**config.mk**
```make
export PLATFORM = sky130hd
export DESIGN_NAME = tpc_timer_core
export DESIGN_NICKNAME = d
export VERILOG_FILES = /design/src/logic/tpc_pkg.sv /design/src/logic/tpc_timer_core.sv /design/src/logic/tpc_sync.sv
export VERILOG_INCLUDE_DIRS = /design/src /design/src/logic
export SDC_FILE = /design/constraint.sdc
export NUM_CORES = 1
export LEC_CHECK = 0
export BUFFER_PORTS_ARGS = -buffer_cell sky130_fd_sc_hd__buf_4
export CORE_UTILIZATION = 40
export DETAILED_ROUTE_END_ITERATION = 8
export GPL_TIMING_DRIVEN = 0
export PLACE_DENSITY_LB_ADDON = 0.05
export SLEW_MARGIN = 0
export SYNTH_ARGS = -nofsm -noshare
export SYNTH_HDL_FRONTEND = slang
export SYNTH_SLANG_ARGS = --single-unit
export TNS_END_PERCENT = 10
```
**constraint.sdc**
```tcl
create_clock -name clk_i -period 4 [get_ports clk_i]
set_input_delay 0 -clock clk_i [delete_from_list [all_inputs] [get_ports clk_i]]
set_output_delay 0 -clock clk_i [all_outputs]
set_load 0.02 [all_outputs]
```
**src/logic/tpc_consts.svh**
```systemverilog
`ifndef TPC_CONSTS_SVH
`define TPC_CONSTS_SVH

// Register byte addresses on the Wishbone bus
`define TPC_ADDR_SC        8'h00
`define TPC_ADDR_CNT       8'h04
`define TPC_ADDR_MOD       8'h08
`define TPC_ADDR_PUE       8'h0C
`define TPC_ADDR_CH_BASE   8'h10
`define TPC_CH_STRIDE      8'h08
`define TPC_CH_VAL_OFS     8'h04

// Sizes
`define TPC_NUM_CH         2
`define TPC_CNT_W          16
`define TPC_PRE_W          7
`define TPC_ADR_W          8
`define TPC_DAT_W          32

// Counter values
`define TPC_CNT_ZERO       16'h0000
`define TPC_CNT_ONE        16'h0001
`define TPC_CNT_FULL       16'hFFFF

// Clock source select codes
`define TPC_CLKS_OFF       2'h0
`define TPC_CLKS_BUS       2'h1
`define TPC_CLKS_FIX       2'h2
`define TPC_CLKS_EXT       2'h3

// Channel mode and edge/level codes
`define TPC_MODE_CAPTURE   2'h0
`define TPC_MODE_COMPARE   2'h1
`define TPC_EDGE_NONE      2'h0
`define TPC_EDGE_TOGGLE    2'h1
`define TPC_EDGE_CLEAR     2'h2
`define TPC_EDGE_SET       2'h3

// Field positions in the 8-bit status/control words
`define TPC_FLAG_BIT       7
`define TPC_CTL_MSB        6
`define TPC_CHC_LSB        2

// Reset values and prescaler constants
`define TPC_CTL_RST        7'h00
`define TPC_CHC_RST        5'h00
`define TPC_PRE_ONE        7'h01
`define TPC_HOT_ONE        8'h01

`endif

```
**src/logic/tpc_pkg.sv**
```systemverilog
package tpc_pkg;

  // Timer control word, low seven bits of the status/control register
  typedef struct packed {
    logic       irq_en;     // Overflow interrupt enable
    logic       centre;     // Centre-aligned select
    logic [1:0] clks;       // Clock source select
    logic [2:0] ps;         // Prescale select
  } tpc_ctl_t;

  // Channel control word, bits 6:2 of a channel status/control register
  typedef struct packed {
    logic       irq_en;     // Channel interrupt enable
    logic [1:0] mode;       // Channel mode select
    logic [1:0] edge_sel;   // Channel edge/level select
  } tpc_chc_t;

  // Counting direction
  typedef enum logic {
    TPC_DIR_UP,
    TPC_DIR_DOWN
  } tpc_dir_t;

endpackage

```
**src/logic/tpc_timer_core.sv**
```systemverilog
`timescale 1ns/10ps
`include "tpc_consts.svh"

module tpc_timer_core
  import tpc_pkg::*;
(
  input  wire logic                      clk_i,
  input  wire logic                      rst_i,
  // Wishbone classic slave
  input  wire logic                      wb_cyc_i,
  input  wire logic                      wb_stb_i,
  input  wire logic                      wb_we_i,
  input  wire logic [`TPC_ADR_W-1:0]     wb_adr_i,
  input  wire logic [3:0]                wb_sel_i,
  input  wire logic [`TPC_DAT_W-1:0]     wb_dat_i,
  output logic      [`TPC_DAT_W-1:0]     wb_dat_o,
  output logic                           wb_ack_o,
  // Clock sources from outside this clock domain
  input  wire logic                      fixed_system_clock_i,
  input  wire logic                      external_timer_clock_i,
  // Channel pins
  input  wire logic [`TPC_NUM_CH-1:0]    channel_pin_i,
  output logic      [`TPC_NUM_CH-1:0]    channel_pin_o,
  output logic      [`TPC_NUM_CH-1:0]    channel_pin_oe_o,
  output logic      [`TPC_NUM_CH-1:0]    channel_pin_owned_o,
  output logic      [`TPC_NUM_CH-1:0]    channel_pullup_o,
  // Interrupt requests
  output logic                           overflow_irq_o,
  output logic      [`TPC_NUM_CH-1:0]    channel_irq_o
);

  // Bus handshake
  logic                    ack_reg;         // Acknowledge, one cycle
  logic [`TPC_DAT_W-1:0]   dat_reg;         // Registered read data
  logic [`TPC_DAT_W-1:0]   rdata_next;      // Read data being selected
  logic                    req;             // New access this cycle
  logic                    wr;              // New write this cycle
  logic                    rd;              // New read this cycle
  logic                    lo_en;           // Low byte lane enabled
  logic                    hi_en;           // High byte lane enabled
  logic                    sc_hit;          // Status/control addressed
  logic                    cnt_hit;         // Counter addressed
  logic                    mod_hit;         // Modulo addressed
  logic                    pue_hit;         // Pullup enables addressed

  // Timer state
  tpc_ctl_t                ctl_reg;         // Control fields
  logic                    tof_reg;         // Overflow flag
  logic                    tof_arm_reg;     // Flag read while set
  logic [`TPC_CNT_W-1:0]   cnt_reg;         // Counter
  logic [`TPC_CNT_W-1:0]   mod_reg;         // Modulo value
  logic [`TPC_NUM_CH-1:0]  pue_reg;         // Pullup enables
  tpc_dir_t                dir_reg;         // Counting direction
  logic [`TPC_PRE_W-1:0]   pre_reg;         // Prescaler count
  logic [`TPC_PRE_W-1:0]   pre_mask;        // Prescaler tap mask
  logic [`TPC_PRE_W:0]     pre_hot;         // One-hot divisor
  logic [`TPC_CNT_W-1:0]   top;             // Effective top count
  logic                    src_tick;        // Selected source edge
  logic                    tick;            // Prescaler output
  logic                    ovf_evt;         // Overflow this cycle
  logic                    cnt_wr;          // Any counter byte write
  logic                    fix_rise;        // Fixed clock rising edge
  logic                    ext_rise;        // External clock rising edge

  // Per-channel read contributions
  logic [`TPC_DAT_W-1:0]   ch_rd [`TPC_NUM_CH];

  // Bus decode; the ack gate makes each access act exactly once
  assign req     = wb_cyc_i & wb_stb_i & ~ack_reg;
  assign wr      = req & wb_we_i;
  assign rd      = req & ~wb_we_i;
  assign lo_en   = wb_sel_i[0];
  assign hi_en   = wb_sel_i[1];
  assign sc_hit  = (wb_adr_i == `TPC_ADDR_SC);
  assign cnt_hit = (wb_adr_i == `TPC_ADDR_CNT);
  assign mod_hit = (wb_adr_i == `TPC_ADDR_MOD);
  assign pue_hit = (wb_adr_i == `TPC_ADDR_PUE);
  assign cnt_wr  = wr & cnt_hit & (lo_en | hi_en);

  // Acknowledge one cycle after the request, unmapped addresses too
  always_ff @(posedge clk_i) begin
    if (rst_i) begin
      ack_reg <= 1'b0;
    end else begin
      ack_reg <= req;
    end
  end

  // Read data captured with the acknowledge
  always_ff @(posedge clk_i) begin
    if (rst_i) begin
      dat_reg <= '0;
    end else if (rd) begin
      dat_reg <= rdata_next;
    end
  end

  // Read multiplexer; unmapped addresses read as zero
  always_comb begin
    rdata_next = '0;
    if (sc_hit) begin
      rdata_next[`TPC_FLAG_BIT]  = tof_reg;
      rdata_next[`TPC_CTL_MSB:0] = ctl_reg;
    end else if (cnt_hit) begin
      rdata_next[`TPC_CNT_W-1:0] = cnt_reg;
    end else if (mod_hit) begin
      rdata_next[`TPC_CNT_W-1:0] = mod_reg;
    end else if (pue_hit) begin
      rdata_next[`TPC_NUM_CH-1:0] = pue_reg;
    end
    for (int k = 0; k < `TPC_NUM_CH; k++) begin
      rdata_next = rdata_next | ch_rd[k];
    end
  end

  assign wb_dat_o = dat_reg;
  assign wb_ack_o = ack_reg;

  // Control fields; low byte lane only
  always_ff @(posedge clk_i) begin
    if (rst_i) begin
      ctl_reg <= tpc_ctl_t'(`TPC_CTL_RST);
    end else if (wr && sc_hit && lo_en) begin
      ctl_reg <= tpc_ctl_t'(wb_dat_i[`TPC_CTL_MSB:0]);
    end
  end

  // Overflow flag: a new overflow wins over a clear and disarms it
  always_ff @(posedge clk_i) begin
    if (rst_i) begin
      tof_reg     <= 1'b0;
      tof_arm_reg <= 1'b0;
    end else if (ovf_evt) begin
      tof_reg     <= 1'b1;
      tof_arm_reg <= 1'b0;
    end else if (rd && sc_hit && tof_reg) begin
      tof_arm_reg <= 1'b1;
    end else if (wr && sc_hit && lo_en) begin
      if (!wb_dat_i[`TPC_FLAG_BIT] && tof_arm_reg) begin
        tof_reg <= 1'b0;
      end
      tof_arm_reg <= 1'b0;
    end
  end

  assign overflow_irq_o = tof_reg & ctl_reg.irq_en;

  // Modulo value, byte lanes honoured
  always_ff @(posedge clk_i) begin
    if (rst_i) begin
      mod_reg <= `TPC_CNT_ZERO;
    end else if (wr && mod_hit) begin
      if (lo_en) begin
        mod_reg[7:0] <= wb_dat_i[7:0];
      end
      if (hi_en) begin
        mod_reg[15:8] <= wb_dat_i[15:8];
      end
    end
  end

  // Pullup enables for pins used as timer inputs
  always_ff @(posedge clk_i) begin
    if (rst_i) begin
      pue_reg <= '0;
    end else if (wr && pue_hit && lo_en) begin
      pue_reg <= wb_dat_i[`TPC_NUM_CH-1:0];
    end
  end

  tpc_sync u_fix_sync (
    .clk_i   (clk_i),
    .rst_i   (rst_i),
    .async_i (fixed_system_clock_i),
    .level_o (),
    .rise_o  (fix_rise),
    .fall_o  ()
  );

  // sampled at bus rate, so slower sources only
  tpc_sync u_ext_sync (
    .clk_i   (clk_i),
    .rst_i   (rst_i),
    .async_i (external_timer_clock_i),
    .level_o (),
    .rise_o  (ext_rise),
    .fall_o  ()
  );

  always_comb begin
    case (ctl_reg.clks)
      `TPC_CLKS_OFF: src_tick = 1'b0;
      `TPC_CLKS_BUS: src_tick = 1'b1;
      `TPC_CLKS_FIX: src_tick = fix_rise;
      `TPC_CLKS_EXT: src_tick = ext_rise;
      default:       src_tick = 1'b0;
    endcase
  end

  assign pre_hot  = `TPC_HOT_ONE << ctl_reg.ps;
  assign pre_mask = pre_hot[`TPC_PRE_W-1:0] - `TPC_PRE_ONE;
  assign tick     = src_tick && ((pre_reg & pre_mask) == pre_mask);

  // Prescaler counts source edges; cleared while the timer is off
  always_ff @(posedge clk_i) begin
    if (rst_i || ctl_reg.clks == `TPC_CLKS_OFF) begin
      pre_reg <= '0;
    end else if (src_tick) begin
      pre_reg <= pre_reg + `TPC_PRE_ONE;
    end
  end

  assign top = (mod_reg == `TPC_CNT_ZERO) ? `TPC_CNT_FULL : mod_reg;

  // wrap at top in up mode
  // same tick starts the down step
  assign ovf_evt = tick && (dir_reg == TPC_DIR_UP) && (cnt_reg == top);

  // Counter; holds between ticks so a disabled timer freezes
  always_ff @(posedge clk_i) begin
    if (rst_i) begin
      cnt_reg <= `TPC_CNT_ZERO;
      dir_reg <= TPC_DIR_UP;
    end else if (cnt_wr) begin
      cnt_reg <= `TPC_CNT_ZERO;
      dir_reg <= TPC_DIR_UP;
    end else if (tick) begin
      case (dir_reg)
        TPC_DIR_UP: begin
          if (cnt_reg != top) begin
            cnt_reg <= cnt_reg + `TPC_CNT_ONE;
          end else if (ctl_reg.centre) begin
            cnt_reg <= cnt_reg - `TPC_CNT_ONE;
            dir_reg <= TPC_DIR_DOWN;
          end else begin
            cnt_reg <= `TPC_CNT_ZERO;
          end
        end
        TPC_DIR_DOWN: begin
          // leaving centre mode resumes up counting
          if (!ctl_reg.centre || cnt_reg == `TPC_CNT_ZERO) begin
            dir_reg <= TPC_DIR_UP;
            cnt_reg <= cnt_reg + `TPC_CNT_ONE;
          end else begin
            cnt_reg <= cnt_reg - `TPC_CNT_ONE;
          end
        end
        default: begin
          dir_reg <= TPC_DIR_UP;
        end
      endcase
    end
  end

  // Channels, each with its own controls
  for (genvar i = 0; i < `TPC_NUM_CH; i++) begin : g_ch
    localparam logic [`TPC_ADR_W-1:0] SC_A =
      `TPC_ADDR_CH_BASE + `TPC_ADR_W'(i) * `TPC_CH_STRIDE;
    localparam logic [`TPC_ADR_W-1:0] VAL_A = SC_A + `TPC_CH_VAL_OFS;

    tpc_chc_t               chc_reg;     // Channel controls
    logic                   flag_reg;    // Channel event flag
    logic                   arm_reg;     // Flag read while set
    logic [`TPC_CNT_W-1:0]  val_reg;     // Channel value
    logic                   pin_reg;     // Output pin level
    logic                   pin_rise;    // Synchronised rising edge
    logic                   pin_fall;    // Synchronised falling edge
    logic                   csc_hit;     // Channel control addressed
    logic                   val_hit;     // Channel value addressed
    logic                   is_cap;      // Input capture selected
    logic                   is_cmp;      // Output compare selected
    logic                   is_pwm;      // Edge-aligned PWM selected
    logic                   match;       // Counter equals value
    logic                   cap_evt;     // Capture edge seen
    logic                   ch_evt;      // Flag-setting event
    logic                   active;      // PWM active level
    logic                   owns;        // Timer drives or samples pin

    assign csc_hit = (wb_adr_i == SC_A);
    assign val_hit = (wb_adr_i == VAL_A);

    // Pin sampled through two flops before any logic sees it
    tpc_sync u_pin_sync (
      .clk_i   (clk_i),
      .rst_i   (rst_i),
      .async_i (channel_pin_i[i]),
      .level_o (),
      .rise_o  (pin_rise),
      .fall_o  (pin_fall)
    );

    assign is_cap  = !ctl_reg.centre && chc_reg.mode == `TPC_MODE_CAPTURE;
    assign is_cmp  = !ctl_reg.centre && chc_reg.mode == `TPC_MODE_COMPARE;
    assign is_pwm  = !ctl_reg.centre && chc_reg.mode[1];
    assign match   = tick && (cnt_reg == val_reg);
    assign cap_evt = is_cap && ((chc_reg.edge_sel[0] && pin_rise) ||
                                (chc_reg.edge_sel[1] && pin_fall));
    assign ch_evt  = cap_evt || (!is_cap && match);
    assign active  = !chc_reg.edge_sel[0];

    // zero edge select releases the shared pin
    assign owns = (ctl_reg.clks != `TPC_CLKS_OFF) &&
                  (chc_reg.edge_sel != `TPC_EDGE_NONE);

    // Channel controls
    always_ff @(posedge clk_i) begin
      if (rst_i) begin
        chc_reg <= tpc_chc_t'(`TPC_CHC_RST);
      end else if (wr && csc_hit && lo_en) begin
        chc_reg <= tpc_chc_t'(wb_dat_i[`TPC_CTL_MSB:`TPC_CHC_LSB]);
      end
    end

    // Channel flag, same clearing handshake as the overflow flag
    always_ff @(posedge clk_i) begin
      if (rst_i) begin
        flag_reg <= 1'b0;
        arm_reg  <= 1'b0;
      end else if (ch_evt) begin
        flag_reg <= 1'b1;
        arm_reg  <= 1'b0;
      end else if (rd && csc_hit && flag_reg) begin
        arm_reg <= 1'b1;
      end else if (wr && csc_hit && lo_en) begin
        if (!wb_dat_i[`TPC_FLAG_BIT] && arm_reg) begin
          flag_reg <= 1'b0;
        end
        arm_reg <= 1'b0;
      end
    end

    // Channel value; a capture wins over a bus write
    always_ff @(posedge clk_i) begin
      if (rst_i) begin
        val_reg <= `TPC_CNT_ZERO;
      end else if (cap_evt) begin
        val_reg <= cnt_reg;
      end else if (wr && val_hit) begin
        if (lo_en) begin
          val_reg[7:0] <= wb_dat_i[7:0];
        end
        if (hi_en) begin
          val_reg[15:8] <= wb_dat_i[15:8];
        end
      end
    end

    // Output level by mode
    always_ff @(posedge clk_i) begin
      if (rst_i) begin
        pin_reg <= 1'b0;
      end else if (is_cmp && match) begin
        case (chc_reg.edge_sel)
          `TPC_EDGE_TOGGLE: pin_reg <= ~pin_reg;
          `TPC_EDGE_CLEAR:  pin_reg <= 1'b0;
          `TPC_EDGE_SET:    pin_reg <= 1'b1;
          default:          pin_reg <= pin_reg;
        endcase
      end else if (is_pwm) begin
        // Active from overflow until the match
        if (ovf_evt) begin
          pin_reg <= active;
        end else if (match) begin
          pin_reg <= ~active;
        end
      end else if (ctl_reg.centre) begin
        // Symmetric pulse while the counter is below the value
        pin_reg <= (cnt_reg < val_reg) ? active : ~active;
      end
    end

    assign channel_pin_o[i]       = pin_reg;
    assign channel_pin_oe_o[i]    = owns && !is_cap;
    assign channel_pin_owned_o[i] = owns;
    assign channel_pullup_o[i]    = pue_reg[i] && owns && is_cap;
    assign channel_irq_o[i]       = flag_reg && chc_reg.irq_en;

    always_comb begin
      ch_rd[i] = '0;
      if (csc_hit) begin
        ch_rd[i][`TPC_FLAG_BIT]                  = flag_reg;
        ch_rd[i][`TPC_CTL_MSB:`TPC_CHC_LSB]      = chc_reg;
      end else if (val_hit) begin
        ch_rd[i][`TPC_CNT_W-1:0]                 = val_reg;
      end
    end
  end

endmodule

```
**src/logic/tpc_sync.sv**
```systemverilog
`timescale 1ns/10ps

// Two-stage synchroniser with edge detection behind the second stage
module tpc_sync (
  input  wire logic clk_i,
  input  wire logic rst_i,
  input  wire logic async_i,
  output logic      level_o,
  output logic      rise_o,
  output logic      fall_o
);

  logic meta_reg;   // First stage, read only by the second
  logic sync_reg;   // Second stage, safe to use
  logic prev_reg;   // Delayed copy for edge detection

  // Shift chain; reset to low so no false edge after release
  always_ff @(posedge clk_i) begin
    if (rst_i) begin
      meta_reg <= 1'b0;
      sync_reg <= 1'b0;
      prev_reg <= 1'b0;
    end else begin
      meta_reg <= async_i;
      sync_reg <= meta_reg;
      prev_reg <= sync_reg;
    end
  end

  assign level_o = sync_reg;
  assign rise_o  = sync_reg & ~prev_reg;
  assign fall_o  = ~sync_reg & prev_reg;

endmodule

```
==> results.json <==
{
  "status": "completed",
  "hold-path-endpoint": "wb_dat_o[8]$_SDFFE_PP0P_",
  "min_period_ps": 3540,
  "clockBufferDepth": 2,
  "cts_max_level": 4,
  "synth_flop_cell": "dfxtp_1",
  "antenna_found_initial": 1,
  "ios": 97,
  "num-fill-cells": 1993,
  "die_area_mm2": 0.0208,
  "critPathArrivalTime_ps": 3890,
  "grt_pass1_vias": 7393,
  "route.detailed.drc": 0,
  "cts_root_buf": "clkbuf_16",
  "finalHoldViolations": 0,
  "largest_reg_flops": 32,
  "cts_tree": "yes",
  "grt_pass1_wl_um": 43600,
  "synth_top_area_share": 0.317,
  "synth_compound_area_frac": 0.220,
  "critPathTopFamily": "simple AND/OR/NAND/NOR gates",
  "insertion_delay_ps": 440,
  "min_from": "wb_we_i",
  "num_rows": 51,
  "ff_latch_area_mm2": 0.00256,
  "slowest_delay_ps": 670,
  "synth_common_cells": "128 x dfxtp_1, 108 x nor2_1, 84 x nand2_1, 59 x mux2i_1, 57 x a21oi_1",
  "final_util": 0.495,
  "overflow": 0,
  "ys_types": 63,
  "cellLeakagePower_nw": 3.45,
  "finalMaxSlewViolations": 0,
  "relSlewSlack": 0.105,
  "startpoint": "mod_reg[9]$_SDFFE_PP0P_",
  "gr-usage-all-layers": 0.287,
  "cts_sinks": 128,
  "synth_edf_count": 0,
  "cap_viol_max_count": 0,
  "synth_cells": 990,
  "critPathSlowestCell": "nor4_2",
  "skew_ps": 14.1,
  "drt_iter0_drc": 714,
  "path_cells": "nor4_2 -> buf_6 -> a41oi_2 -> xnor2_1 -> nor4_1 -> nand4_1 -> buf_4 -> o41ai_4 -> nand2_1 -> a32o_1 -> a21oi_1",
  "start_util": 0.411,
  "synth_top_area_cell": "dfxtp_1",
  "synth.area.top_cells": "dfxtp_1 32%, mux2i_1 7.3%, ha_1 6.2%",
  "fin_tns_setup_ps": 0,
  "die_h_um": 144,
  "cp_num_buf_inv": 2,
  "layout-drive-gt1-share": 0.126,
  "worst_pin_slew_ps": 1330,
  "synth-async-reset-ratio": 0,
  "yosys_warnings": 0,
  "vias_per_cell": 5.77,
  "die_w_um": 144,
  "setup_viol": 0,
  "area_delta_synth_final_pct": 20.3,
  "grt_max_degree": 17,
  "synth_top_family_by_area": "compound AO/OA/AOI/OAI gates",
  "worstSetupStartpointType": "flop",
  "synth-seq-area-share": 0.317,
  "portBuffers": 59,
  "diodes": 0,
  "synth.mux.area_fraction": 0.0731,
  "worst_ep_required_time_ps": 4350,
  "wire_per_inst_um": 21.0,
  "cts_inserted_buffers": 17,
  "path_max_fanout": 10,
  "rsz0062_at_grt": "false",
  "fin_crit_sh": 0.884,
  "synthXorXnorAreaFrac": 0.0466,
  "rr_startpoint": "mod_reg[9]$_SDFFE_PP0P_",
  "critPathKind": "reg2reg",
  "reg2reg_slack_ps": 460,
  "r2r_end": "cnt_reg[12]$_SDFFE_PP0P_",
  "hold_path_class": "in2reg",
  "synthSimpleGateAreaFrac": 0.205,
  "synth_seq_cells": 128,
  "clkTransAtPathRegs_ps": 60,
  "num_vias": 7973,
  "final_net_count": 1198,
  "power.density_mw_per_mm2": 339,
  "postCtsSetupRepairBufs": 0,
  "place.gp.congestion": 0.865,
  "dpl.hpwl_um": 21500,
  "core_area_mm2": 0.0197,
  "wl_um": 29100,
  "syn-cell-area_mm2": 0.00808,
  "post_cts_resize_count": 0,
  "yosys.cell_count.top_type": "dfxtp_1",
  "r2r_cells": 11,
  "ant_nets": 0,
  "whs_path_depth": 4,
  "hold_ws_ps": 172,
  "drt-pass1-iter-count": 5,
  "vdd_drop_max_v": 0.000306,
  "synth.avg_cell_area_um2": 8.16,
  "end_kind": "flop",
  "max_freq_mhz": 283,
  "multiInputGateArea_mm2": 0.00497,
  "synthAdderAreaFrac": 0.0619
}
worst register-to-register path: cells and delay by family, from the launching register on:
family | cells | cell delay, ps
buffers and inverters | 2 | 510
xor gates and xnor gates | 1 | 170
AOI/OAI and AO/OA | 4 | 1060
and+or+nand+nor | 4 | 1350
DFF | 1 | 380
power by group:
group	total [mW]	leakage [nW]	switching, mW	internal (mW)
Clock	1.60	0.286	0.669	0.928
Sequential	1.32	1.04	0.0215	1.29
Combinational	0.382	2.13	0.228	0.155
repair_timing:
| action | 4_1_cts | 5_1_grt |
|---|---|---|
| hold buffers | 22 | 0 |
| setup endpoints to repair | 0 | 0 |
| endpoints found under the hold margin | 73 | 0 |
worst max-delay path by stage:
stage	end	slack [ps]	depth (start not counted)
floorplan	cnt_reg[12]$_SDFFE_PP0P_	1190	10
global placement	cnt_reg[12]$_SDFFE_PP0P_	540	11
detailed placement	cnt_reg[12]$_SDFFE_PP0P_	540	11
CTS	cnt_reg[12]$_SDFFE_PP0P_	520	11
global route	cnt_reg[12]$_SDFFE_PP0P_	260	11
finish	cnt_reg[12]$_SDFFE_PP0P_	460	11
layout make-up:
| type | count | area share |
|---|---|---|
| clock inverter | 14 | 0.0161 |
| inverter | 45 | 0.0174 |
| multi-input combinational | 747 | 0.511 |
| sequential | 128 | 0.264 |
| timing repair buffer | 81 | 0.0682 |
| clock buffer | 18 | 0.0441 |
| tap | 265 | 0.0341 |
| buffer | 85 | 0.0453 |
cell families (layout without fill, tap and decap cells):
| logic type | Yosys count | after routing |
|---|---|---|
| multiplexers | 59 | 59 |
| AND/OR/NAND/NOR | 341 | 341 |
| adder cells (fa/ha/maj) | 40 | 40 |
| flip-flops | 128 | 128 |
| buffers and inverters | 130 | 243 |
| other | 1 | 16 |
| AO/OA/AOI/OAI | 248 | 248 |
| XOR/XNOR | 43 | 43 |
stage by stage:
stage | power [mW] | area [um2] | worst slack (ps) | cells
after global placement | 1.70 | 8910 | 542 | 1329
after global routing | 3.40 | 9720 | 257 | 1383
after CTS | 3.30 | 9720 | 515 | 1383
final | 3.30 | 9720 | 464 | 1383
after floorplan | 1.57 | 8140 | 1190 | 1005
after detailed placement | 1.70 | 8910 | 538 | 1329
layer usage:
| layer | vias to the layer above | track usage | routed length, um |
|---|---|---|---|
| met1 | 3785 | 0.382 | 12800 |
| li1 | 3802 | - | - |
| met5 | - | 0 | 0 |
| met2 | 337 | 0.459 | 13200 |
| met3 | 49 | 0.0540 | 2200 |
| met4 | 0 | 0.108 | 877 |
placed cells by master, fill, tap and decap left out, types with 28 or more instances in the layout:
cell and count:
clkbuf_1 48, dfxtp_1 128, a211oi_1 36, mux2i_1 59, inv_1 44, buf_4 81, o21ai_0 29, a22oi_1 28
a21oi_1 57, ha_1 40, nor2_1 108, nand2_1 84, xnor2_1 33
No activity file was read; power rests on OpenSTA's default activity.
